## src/core/scs_pkg.sv

```systemverilog
// shared constants and types for the serial command settings controller
package scs_pkg;
  // serial framing: 115200 baud, 8N1, at a 200 MHz clock
  localparam int unsigned CLK_HZ        = 200000000;
  localparam int unsigned BAUD          = 115200;
  localparam int unsigned BIT_CYC       = CLK_HZ / BAUD;
  localparam int unsigned HALF_CYC      = BIT_CYC / 2;
  localparam int unsigned DATA_BITS     = 8;
  // line and queue limits
  localparam int unsigned LINE_MAX      = 64;
  localparam int unsigned SLOTS         = 2;
  localparam logic [7:0]  CHR_LF        = 8'h0A;
  localparam logic [7:0]  CHR_SEMI      = 8'h3B;
  // settings image layout
  localparam int unsigned NPAR          = 8;
  localparam int unsigned PAR_W         = 16;
  localparam int unsigned HOUR_W        = 24;
  localparam int unsigned PWR_W         = 16;
  // one hour in seconds, clock cycles per second
  localparam int unsigned HOUR_S        = 3600;
  localparam int unsigned SEC_CYC       = CLK_HZ;
  // command codes handed on from the parser
  localparam logic [2:0]  CMD_NONE      = 3'h0;
  localparam logic [2:0]  CMD_STORE     = 3'h1;
  localparam logic [2:0]  CMD_PRESET    = 3'h2;
  localparam logic [2:0]  CMD_VERSION   = 3'h3;
  localparam logic [2:0]  CMD_OTHER     = 3'h4;
  // error code for a dropped command
  localparam logic [7:0]  ERR_OVERFLOW  = 8'h01;
  // firmware version text "R1.0 01/01/00", arbitrary values
  localparam int unsigned VER_LEN       = 13;
  localparam logic [8*VER_LEN-1:0] VER_TEXT = 104'h52312E302030312F30312F3030;
  // default operating mode
  typedef enum logic [0:0] {
    SCS_MODE_CONT  = 1'b0,
    SCS_MODE_SWEEP = 1'b1
  } scs_mode_t;
  localparam scs_mode_t continuous_attenuation_mode = SCS_MODE_CONT;
  // active port
  typedef enum logic [1:0] {
    SCS_PORT_NONE = 2'b00,
    SCS_PORT_UART = 2'b01,
    SCS_PORT_USB  = 2'b10
  } scs_port_t;
endpackage

```

## src/core/scs_ctrl.sv

```systemverilog
// serial command front end with settings store, restore and counters
`timescale 1ns/1ps

// Overview of operation
// (RL1) store command writes every setting and parameter to nonvolatile memory
// (RL2) at power-up read saved image, check it, load it if good
// (RL3) failed image check loads factory defaults instead
// (RL4) preset command loads defaults and selects continuous attenuation mode
// (RL5) hour counter increments once per full hour of operation
// (RL6) partial hour is lost at power-off; stored hours unchanged
// (RL7) power-up counter increments once on every power-up
// (RL8) version reported as text Rx.x mm/dd/yy
// (RL9) only one serial port is active; the other is ignored
// (RL10) active port is the one receiving the first byte
// (RL11) port choice stays latched until power-off
// (RL12) link runs 115200 baud, 8 data bits, no parity, 1 stop
// (RL13) usb bridge gives the same byte stream as the direct port
// (RL14) only the first command of a line is processed
// (RL15) host sends lines of at most 64 characters
// (RL16) two command slots; host must not queue a third
// (RL17) host should use operation-complete query between rapid commands
// (RL18) command set follows scpi 1999.0 syntax, subset only
// (RL19) line feed ends a line and hands it to execution
// (RL20) command arriving with both slots full is dropped and logged
module scs_ctrl
  import scs_pkg::*;
(
  input  wire logic                        clk,
  input  wire logic                        reset_n,
  input  wire logic                        uart_rx,
  input  wire logic                        usb_rx,
  input  wire logic [2:0]                  cmd_code,
  input  wire logic                        exec_done,
  input  wire logic                        nvm_ack,
  input  wire logic [PAR_W-1:0]            nvm_rdata,
  input  wire logic                        ver_take,
  output logic                             line_valid,
  output logic [7:0]                       line_char,
  output logic [5:0]                       line_len,
  output logic                             nvm_req,
  output logic                             nvm_we,
  output logic [3:0]                       nvm_addr,
  output logic [PAR_W-1:0]                 nvm_wdata,
  output logic [NPAR*PAR_W-1:0]            params,
  output scs_pkg::scs_mode_t               mode,
  output scs_pkg::scs_port_t               active_port,
  output logic [HOUR_W-1:0]                hours,
  output logic [PWR_W-1:0]                 power_ups,
  output logic [7:0]                       ver_char,
  output logic                             ver_last,
  output logic                             err_valid,
  output logic [7:0]                       err_code,
  output logic                             restore_ok
);
  // ---------------- receivers, one per port ----------------
  logic [1:0]       rx_pin;
  logic [1:0]       rx_stb;
  logic [7:0]       rx_byte [2];
  assign rx_pin = {usb_rx, uart_rx};

  // identical 8N1 receivers; the bridge makes usb look like uart [RL13]
  genvar g;
  generate
    for (g = 0; g < 2; g++) begin : g_rx
      logic [15:0] cnt_r;
      logic [3:0]  bit_r;
      logic [7:0]  sh_r;
      logic        busy_r;
      logic        stb_r;
      always_ff @(posedge clk or negedge reset_n) begin
        if (!reset_n) begin
          cnt_r  <= 16'h0000;
          bit_r  <= 4'h0;
          sh_r   <= 8'h00;
          busy_r <= 1'b0;
          stb_r  <= 1'b0;
        end else begin
          stb_r <= 1'b0;
          if (!busy_r) begin
            if (!rx_pin[g]) begin // start edge [RL12]
              busy_r <= 1'b1;
              cnt_r  <= 16'(HALF_CYC);
              bit_r  <= 4'h0;
            end
          end else if (cnt_r != 16'h0000) begin
            cnt_r <= cnt_r - 16'h0001;
          end else begin
            cnt_r <= 16'(BIT_CYC - 1);
            bit_r <= bit_r + 4'h1;
            if (bit_r == 4'h0 && rx_pin[g]) begin
              busy_r <= 1'b0; // false start
            end else if (bit_r >= 4'h1 && bit_r <= 4'(DATA_BITS)) begin
              sh_r <= {rx_pin[g], sh_r[7:1]}; // lsb first
            end else if (bit_r == 4'(DATA_BITS + 1)) begin
              busy_r <= 1'b0;
              stb_r  <= rx_pin[g]; // valid stop bit only, no parity
            end
          end
        end
      end
      assign rx_stb[g]  = stb_r;
      assign rx_byte[g] = sh_r;
    end
  endgenerate

  // ---------------- active port latch ----------------
  scs_port_t  port_r;
  scs_port_t  port_nxt;
  // first byte on either port wins, uart on a tie [RL10] [RL11]
  assign port_nxt = (port_r != SCS_PORT_NONE) ? port_r :
                    rx_stb[0] ? SCS_PORT_UART :
                    rx_stb[1] ? SCS_PORT_USB  : SCS_PORT_NONE;
  always_ff @(posedge clk or negedge reset_n) begin
    if (!reset_n) port_r <= SCS_PORT_NONE;
    else          port_r <= port_nxt;
  end
  assign active_port = port_r;

  // bytes from the inactive port are ignored [RL9]
  wire       b_stb  = (port_nxt == SCS_PORT_UART) ? rx_stb[0] :
                      (port_nxt == SCS_PORT_USB)  ? rx_stb[1] : 1'b0;
  wire [7:0] b_dat  = (port_nxt == SCS_PORT_USB) ? rx_byte[1] : rx_byte[0];

  // ---------------- line assembly and two slots ----------------
  logic [7:0]  lbuf_r [SLOTS][LINE_MAX];
  logic [5:0]  len_r  [SLOTS];
  logic [6:0]  wcnt_r;
  logic        skip_r;
  logic        wsel_r;
  logic        rsel_r;
  logic [1:0]  used_r;
  logic [1:0]  sent_r;
  logic [5:0]  rd_r;
  logic        out_busy_r;
  logic        err_r;
  wire         full      = (used_r == 2'(SLOTS));
  wire         eol       = b_stb && (b_dat == CHR_LF);           // [RL19]
  wire         keep      = b_stb && !eol && !skip_r && (b_dat != CHR_SEMI)
                           && (wcnt_r < 7'(LINE_MAX));            // [RL15]
  wire         commit    = eol && !full && (wcnt_r != 7'h00);
  wire         drop      = eol && full;                           // [RL20]
  wire         start_out = !out_busy_r && (used_r != sent_r);
  wire         fin_out   = out_busy_r && (rd_r == len_r[rsel_r]);
  wire         free      = exec_done && (sent_r != 2'b00);

  // capture characters; text past a separator is skipped [RL14]
  always_ff @(posedge clk) begin
    if (keep && !full) lbuf_r[wsel_r][wcnt_r[5:0]] <= b_dat;
    if (commit) len_r[wsel_r] <= 6'(wcnt_r - 7'h01);
  end

  // write side bookkeeping
  always_ff @(posedge clk or negedge reset_n) begin
    if (!reset_n) begin
      wcnt_r <= 7'h00;
      skip_r <= 1'b0;
      wsel_r <= 1'b0;
      err_r  <= 1'b0;
      err_code <= 8'h00;
    end else begin
      err_r <= drop;
      err_code <= ERR_OVERFLOW;
      if (eol) begin
        wcnt_r <= 7'h00;
        skip_r <= 1'b0;
        if (commit) wsel_r <= ~wsel_r; // [RL16]
      end else if (b_stb && b_dat == CHR_SEMI) begin
        skip_r <= 1'b1;
      end else if (keep) begin
        wcnt_r <= wcnt_r + 7'h01;
      end
    end
  end

  // slot occupancy: filled on commit, freed when executed [RL16]
  always_ff @(posedge clk or negedge reset_n) begin
    if (!reset_n) {used_r, sent_r} <= 4'h0;
    else begin
      used_r <= used_r + {1'b0, commit} - {1'b0, free};
      sent_r <= sent_r + {1'b0, fin_out} - {1'b0, free};
    end
  end

  // stream the oldest line out to the command decoder [RL18]
  always_ff @(posedge clk or negedge reset_n) begin
    if (!reset_n) begin
      out_busy_r <= 1'b0;
      rd_r       <= 6'h00;
      rsel_r     <= 1'b0;
      line_valid <= 1'b0;
      line_char  <= 8'h00;
      line_len   <= 6'h00;
    end else begin
      line_valid <= out_busy_r;
      line_char  <= lbuf_r[rsel_r][rd_r];
      line_len   <= len_r[rsel_r];
      if (start_out && !fin_out) begin
        out_busy_r <= 1'b1;
        rd_r       <= 6'h00;
      end else if (fin_out) begin
        out_busy_r <= 1'b0;
      end else if (out_busy_r) begin
        rd_r <= rd_r + 6'h01;
      end
      if (fin_out) rsel_r <= ~rsel_r; // each line streams once, in order
    end
  end
  assign err_valid = err_r;

  // ---------------- settings store, restore, preset ----------------
  typedef enum logic [2:0] {
    SCS_ST_BOOT  = 3'b000,
    SCS_ST_RD    = 3'b001,
    SCS_ST_CHK   = 3'b010,
    SCS_ST_IDLE  = 3'b011,
    SCS_ST_WR    = 3'b100
  } scs_st_t;
  scs_st_t              st_r;
  logic [3:0]           idx_r;
  logic [PAR_W-1:0]     sum_r;
  logic [NPAR*PAR_W-1:0] img_r;
  logic [PAR_W-1:0]     wsum_r;
  logic                 ok_r;
  // image words: params, mode, hours lo/hi, power-ups, checksum
  localparam logic [3:0] W_MODE = 4'(NPAR);
  localparam logic [3:0] W_HLO  = 4'(NPAR + 1);
  localparam logic [3:0] W_HHI  = 4'(NPAR + 2);
  localparam logic [3:0] W_PWR  = 4'(NPAR + 3);
  localparam logic [3:0] W_SUM  = 4'(NPAR + 4);
  logic [PAR_W-1:0] h_lo, h_hi;
  logic [HOUR_W-1:0] h_rd_r;
  logic [PWR_W-1:0]  p_rd_r;
  logic              m_rd_r;
  assign h_lo = hours[15:0];
  assign h_hi = 16'(hours[HOUR_W-1:16]);

  wire [3:0]       widx = idx_r + 4'h1;
  wire [PAR_W-1:0] wr_word =
      (widx < W_MODE) ? params[widx*PAR_W +: PAR_W] :
      (widx == W_MODE) ? {15'h0000, mode} :
      (widx == W_HLO)  ? h_lo :
      (widx == W_HHI)  ? h_hi :
      (widx == W_PWR)  ? power_ups : wsum_r + nvm_wdata;
  wire hour_tick;

  always_ff @(posedge clk or negedge reset_n) begin
    if (!reset_n) begin
      st_r <= SCS_ST_BOOT;  idx_r <= 4'h0;  sum_r <= 16'h0000;
      wsum_r <= 16'h0000;   img_r <= '0;    ok_r  <= 1'b0;
      h_rd_r <= '0;  p_rd_r <= '0;  m_rd_r <= 1'b0;
      params <= '0;  mode <= continuous_attenuation_mode;
      hours <= '0;   power_ups <= '0;
      nvm_req <= 1'b0;  nvm_we <= 1'b0;  nvm_addr <= 4'h0;
      nvm_wdata <= 16'h0000;
    end else begin
      if (hour_tick) hours <= hours + 24'h000001; // [RL5]
      unique case (st_r)
        SCS_ST_BOOT: begin // power-up read of image [RL2]
          st_r <= SCS_ST_RD;  idx_r <= 4'h0;  sum_r <= 16'h0000;
          nvm_req <= 1'b1;    nvm_we <= 1'b0; nvm_addr <= 4'h0;
        end
        SCS_ST_RD: if (nvm_ack) begin
          if (idx_r < W_MODE) img_r[idx_r*PAR_W +: PAR_W] <= nvm_rdata;
          if (idx_r == W_MODE) m_rd_r <= nvm_rdata[0];
          if (idx_r == W_HLO)  h_rd_r[15:0] <= nvm_rdata;
          if (idx_r == W_HHI)  h_rd_r[HOUR_W-1:16] <= nvm_rdata[7:0];
          if (idx_r == W_PWR)  p_rd_r <= nvm_rdata;
          if (idx_r == W_SUM) begin
            ok_r <= (nvm_rdata == sum_r);
            nvm_req <= 1'b0;  st_r <= SCS_ST_CHK;
          end else begin
            sum_r <= sum_r + nvm_rdata;
            idx_r <= idx_r + 4'h1;  nvm_addr <= idx_r + 4'h1;
          end
        end
        SCS_ST_CHK: begin
          if (ok_r) begin // image good: restore all values [RL2]
            params <= img_r;  mode <= scs_mode_t'(m_rd_r);
            hours  <= h_rd_r; power_ups <= p_rd_r + 16'h0001; // [RL7]
          end else begin // bad image: factory defaults [RL3]
            params <= '0;  mode <= continuous_attenuation_mode;
            hours  <= '0;  power_ups <= 16'h0001; // [RL7]
          end
          st_r <= SCS_ST_IDLE;
        end
        SCS_ST_IDLE: begin
          if (exec_done && cmd_code == CMD_PRESET) begin // [RL4]
            params <= '0;  mode <= continuous_attenuation_mode;
          end else if (exec_done && cmd_code == CMD_STORE) begin // [RL1]
            st_r <= SCS_ST_WR;  idx_r <= 4'h0;  wsum_r <= 16'h0000;
            nvm_req <= 1'b1;  nvm_we <= 1'b1;  nvm_addr <= 4'h0;
            nvm_wdata <= params[PAR_W-1:0];
          end
        end
        SCS_ST_WR: if (nvm_ack) begin // write whole image then checksum [RL1]
          if (idx_r == W_SUM) begin
            nvm_req <= 1'b0;  nvm_we <= 1'b0;  st_r <= SCS_ST_IDLE;
          end else begin
            wsum_r    <= wsum_r + nvm_wdata;
            idx_r     <= widx;
            nvm_addr  <= widx;
            nvm_wdata <= wr_word;
          end
        end
        default: st_r <= SCS_ST_BOOT;
      endcase
    end
  end
  assign restore_ok = ok_r;

  // ---------------- hour timer, lost at power-off ----------------
  logic [27:0] sec_cnt_r;
  logic [11:0] min_cnt_r;
  wire sec_tick = (sec_cnt_r == 28'(SEC_CYC - 1));
  assign hour_tick = sec_tick && (min_cnt_r == 12'(HOUR_S - 1));
  // partial hour lives only here and is never stored [RL6]
  always_ff @(posedge clk or negedge reset_n) begin
    if (!reset_n) begin
      sec_cnt_r <= 28'h0000000;
      min_cnt_r <= 12'h000;
    end else begin
      sec_cnt_r <= sec_tick ? 28'h0000000 : sec_cnt_r + 28'h0000001;
      if (sec_tick) min_cnt_r <= hour_tick ? 12'h000 : min_cnt_r + 12'h001;
    end
  end

  // ---------------- version text ----------------
  logic [3:0] vidx_r;
  always_ff @(posedge clk or negedge reset_n) begin
    if (!reset_n) begin
      vidx_r <= 4'h0; ver_char <= 8'h00; ver_last <= 1'b0;
    end else begin
      if (ver_take) vidx_r <= (vidx_r == 4'(VER_LEN-1)) ? 4'h0
                              : vidx_r + 4'h1;
      ver_char <= VER_TEXT[8*(VER_LEN-1-vidx_r) +: 8]; // [RL8]
      ver_last <= (vidx_r == 4'(VER_LEN-1));
    end
  end
endmodule

```

## config.mk

```make
export PLATFORM = sky130hd
export DESIGN_NAME = scs_ctrl
export DESIGN_NICKNAME = d
export VERILOG_FILES = /design/src/core/scs_pkg.sv /design/src/core/scs_ctrl.sv
export SDC_FILE = /design/constraint.sdc
export NUM_CORES = 2
export LEC_CHECK = 0
export BUFFER_PORTS_ARGS = -buffer_cell sky130_fd_sc_hd__buf_2
export CORE_AREA = 2 2 518 571
export DETAILED_ROUTE_END_ITERATION = 8
export DIE_AREA = 0 0 520 573
export GPL_ROUTABILITY_DRIVEN = 1
export PLACE_DENSITY = 0.47
export SETUP_SLACK_MARGIN = 0.15
export SYNTH_ARGS = -nofsm -noshare
export SYNTH_HDL_FRONTEND = slang
export SYNTH_SLANG_ARGS = --single-unit
```

## constraint.sdc

```tcl
create_clock -name clk -period 9.2 [get_ports clk]
set_input_delay 0.46 -clock clk [delete_from_list [all_inputs] [get_ports clk]]
set_output_delay 0.46 -clock clk [all_outputs]
set_load 0.02 [all_outputs]
```

==> impl_metrics.tcl <==
set metrics [dict create \
    outcome "finished with violations" \
    violations "design-rule violations" \
    routedWlPerCell_um 22.25 \
    slew_headroom_pct 6.426 \
    reg2reg_slack_ns 4.50 \
    r2r_cells 7 \
    overflow 0 \
    whs_ns 0.1019 \
    cts.clk_slew.worst_paths_ns 0.06 \
    final.period_utilization_pct 51.04 \
    pin_count 253 \
    ys_ff_latch 1583 \
    io_buffers 244 \
    netlist_area_sq_um 66930 \
    yosysWarningCount 0 \
    critPathSlowestCell "nor2_1" \
    drc_errors 8 \
    seq_area_sq_um 44820 \
    cp_cell_sequence "nand2b_4, a21oi_4, mux2_4, nand4bb_2, o31a_1, nand3_2, nor2_1" \
    max_stage_delay_ns 0.97 \
    synth_area_per_cell_sq_um 14.85 \
    grt_start_max_net_pins 259 \
    final_cell_mix "edfxtp_1, nand2_1, dfrtp_1, o21ai_0, mux4_2" \
    cp-end-kind "flip-flop" \
    cts_resized 0 \
    final_antenna_net_count 0 \
    cts_root_buf "clkbuf_16" \
    ys_types 98 \
    area_growth_pct 17.14 \
    grt_pass1_wl_um 288700 \
    rr_startpoint "g_rx[0].stb_r" \
    totalWireLength_um 195200 \
    viasPerCell 4.523 \
    worstPathRequired_ns 9.67 \
    grt_usage_pct 12.91 \
    num-nets-final 4821 \
    cts_buffers 176 \
    vias 39680 \
    row_count 208 \
    rsz0062_at_grt "no" \
    tns_ns 0 \
    core_sq_um 291700 \
    clk_latency_ns 0.85 \
    die_w_um 520 \
    die-area_sq_um 298000 \
    r2r-end "lbuf_r[1][173]" \
    worstHoldPathType "input port to flip-flop" \
    hold_viol_final 0 \
    finalCriticalPeriod_ns 4.695 \
    die_y_um 573 \
    drt_iter0_drc 3212 \
    drive_above_1_share_pct 21.06 \
    yosys.area.top_type "edfxtp_1" \
    synth_edf_count 1036 \
    synth_top_area_share_pct 46.48 \
    grt_pass1_vias 40820 \
    max_slew.worst_pin.slew_ns 1.404 \
    finalMaxSlewViolations 0 \
    holdPathEnd "img_r[66]" \
    initial_core_util_pct 22.94 \
    antenna_found_initial 7 \
    cts_htree_levels 4 \
    cts_tree "built" \
    multi_input_area_sq_um 20820 \
    async_flop_share_pct 34.55 \
    hold-path-cell-count 3 \
    ir_worst_vdd_mv 0.2409 \
    crit_type "flip-flop to flip-flop" \
    pwr_density_cell_nw_per_um2 234.1 \
    gp_congestion 0.8232 \
    worst_clock_skew_ns 0.08625 \
    layout_commonest_cell "edfxtp_1" \
    ys_top_cells_by_area "edfxtp_1, dfrtp_1, mux4_2" \
    cts_buffer_depth 3 \
    finalSetupViolCount 0 \
    cp-start-kind "flip-flop" \
    synth_cells 4506 \
    clock.fmax_mhz 213.0 \
    ys_seq_area_share_pct 66.93 \
    min_from "nvm_rdata[2]" \
    maxCapViolCount 0 \
    worstPathMaxFanout 63 \
    first_pass_iters 9 \
    hpwl_um 125800 \
    cts.sinks 1583 \
    fill_cells 29520 \
    post_cts_buffers 0 \
    cp.arrival_ns 5.17 \
    ys.flop_type "edfxtp_1" \
    p_leak_nw 26.82 \
]
-- stage by stage --
step                instances  worst slack [ns]  util [%]  instance area (sq um)  power [mW]
floorplan                4513             5.413         -                  66960       10.56
global placement         8435             4.485     24.82                  72400       11.32
detailed placement       8435             4.416     24.82                  72400       11.36
CTS                      8767             4.389     26.87                  78390       18.60
global route             8769             4.286     26.87                  78400       19.21
finish                   8772             4.505     26.88                  78410       18.36
-- cell families (layout without fill, tap and decap cells) --
kind of cell / Yosys count / count (layout) / share of synthesized area (%)
compound gates: 701 / 701 / 6.191
xor+xnor: 122 / 122 / 1.596
fa+ha+maj: 64 / 64 / 1.215
buf+inv: 314 / 683 / 2.120
flops: 1583 / 1583 / 66.93
mux: 474 / 474 / 13.54
other cells: 2 / 14 / 0.01122
simple gates: 1246 / 1246 / 8.399
-- critical path, delay by kind of cell (launching register included) --
| family | cells | cell delay, ns |
|---|---|---|
| mux | 1 | 0.79 |
| compound gates | 2 | 0.79 |
| flops | 1 | 0.39 |
| simple gates | 4 | 2.30 |
-- synthesized netlist by cell type (all sizes together) (44+ instances only) --
cell type  count
edfxtp      1036
nor3          44
nor2         241
inv           52
mux4         336
dfrtp        547
mux2i         50
buf          104
a21oi        109
nand3         85
o21ai        393
nand2        656
ha            61
xnor2         66
xor2          56
mux2          88
clkbuf       157
-- sequential cells by signal, summed over array words and instances (netlist names), 24 cells and up --
name,flops
hours,24
img_r,128
g_rx.cnt_r,32
h_rd_r,24
params,128
lbuf_r,1024
sec_cnt_r,28
-- where the power goes --
group / internal [mW] / switching [mW] / total, mW
registers: 7.98 / 0.427 / 8.40
logic: 1.12 / 1.67 / 2.79
clock network: 4.07 / 3.10 / 7.16
-- worst max-delay path by stage --
stage / endpoint / start / slack, ns / depth (start not counted)
after CTS: lbuf_r[1][173] / g_rx[0].stb_r / 4.39 / 7
after detailed placement: lbuf_r[1][168] / g_rx[0].stb_r / 4.42 / 7
after global routing: lbuf_r[1][169] / g_rx[0].stb_r / 4.29 / 7
after global placement: lbuf_r[1][168] / g_rx[0].stb_r / 4.49 / 7
after floorplan: lbuf_r[0][288] / active_port[1] / 5.41 / 9
final: lbuf_r[1][173] / g_rx[0].stb_r / 4.50 / 7
-- routing by layer --
layer	vias up	routed length [um]	global-route usage, %
met2	1047	94730	21.33
li1	17520	-	-
met3	288	9599	2.333
met4	2	6056	4.083
met1	20820	84780	17.09
met5	-	13	0
-- cell type report --
class | count | share of cell area (%)
Antenna cell | 5 | 0.01596
Clock buffer | 231 | 6.123
Clock inverter | 97 | 1.470
Inverter | 53 | 0.2569
Multi-Input combinational cell | 2616 | 26.56
Sequential cell | 1583 | 57.16
Tap cell | 3885 | 6.200
Timing Repair Buffer | 302 | 2.218
-- repair_timing --
item                       CTS  global route
hold endpoints to repair    77             0
setup endpoints to repair    0             0
hold buffers                 4             0
No activity file was read; power rests on OpenSTA's default activity.
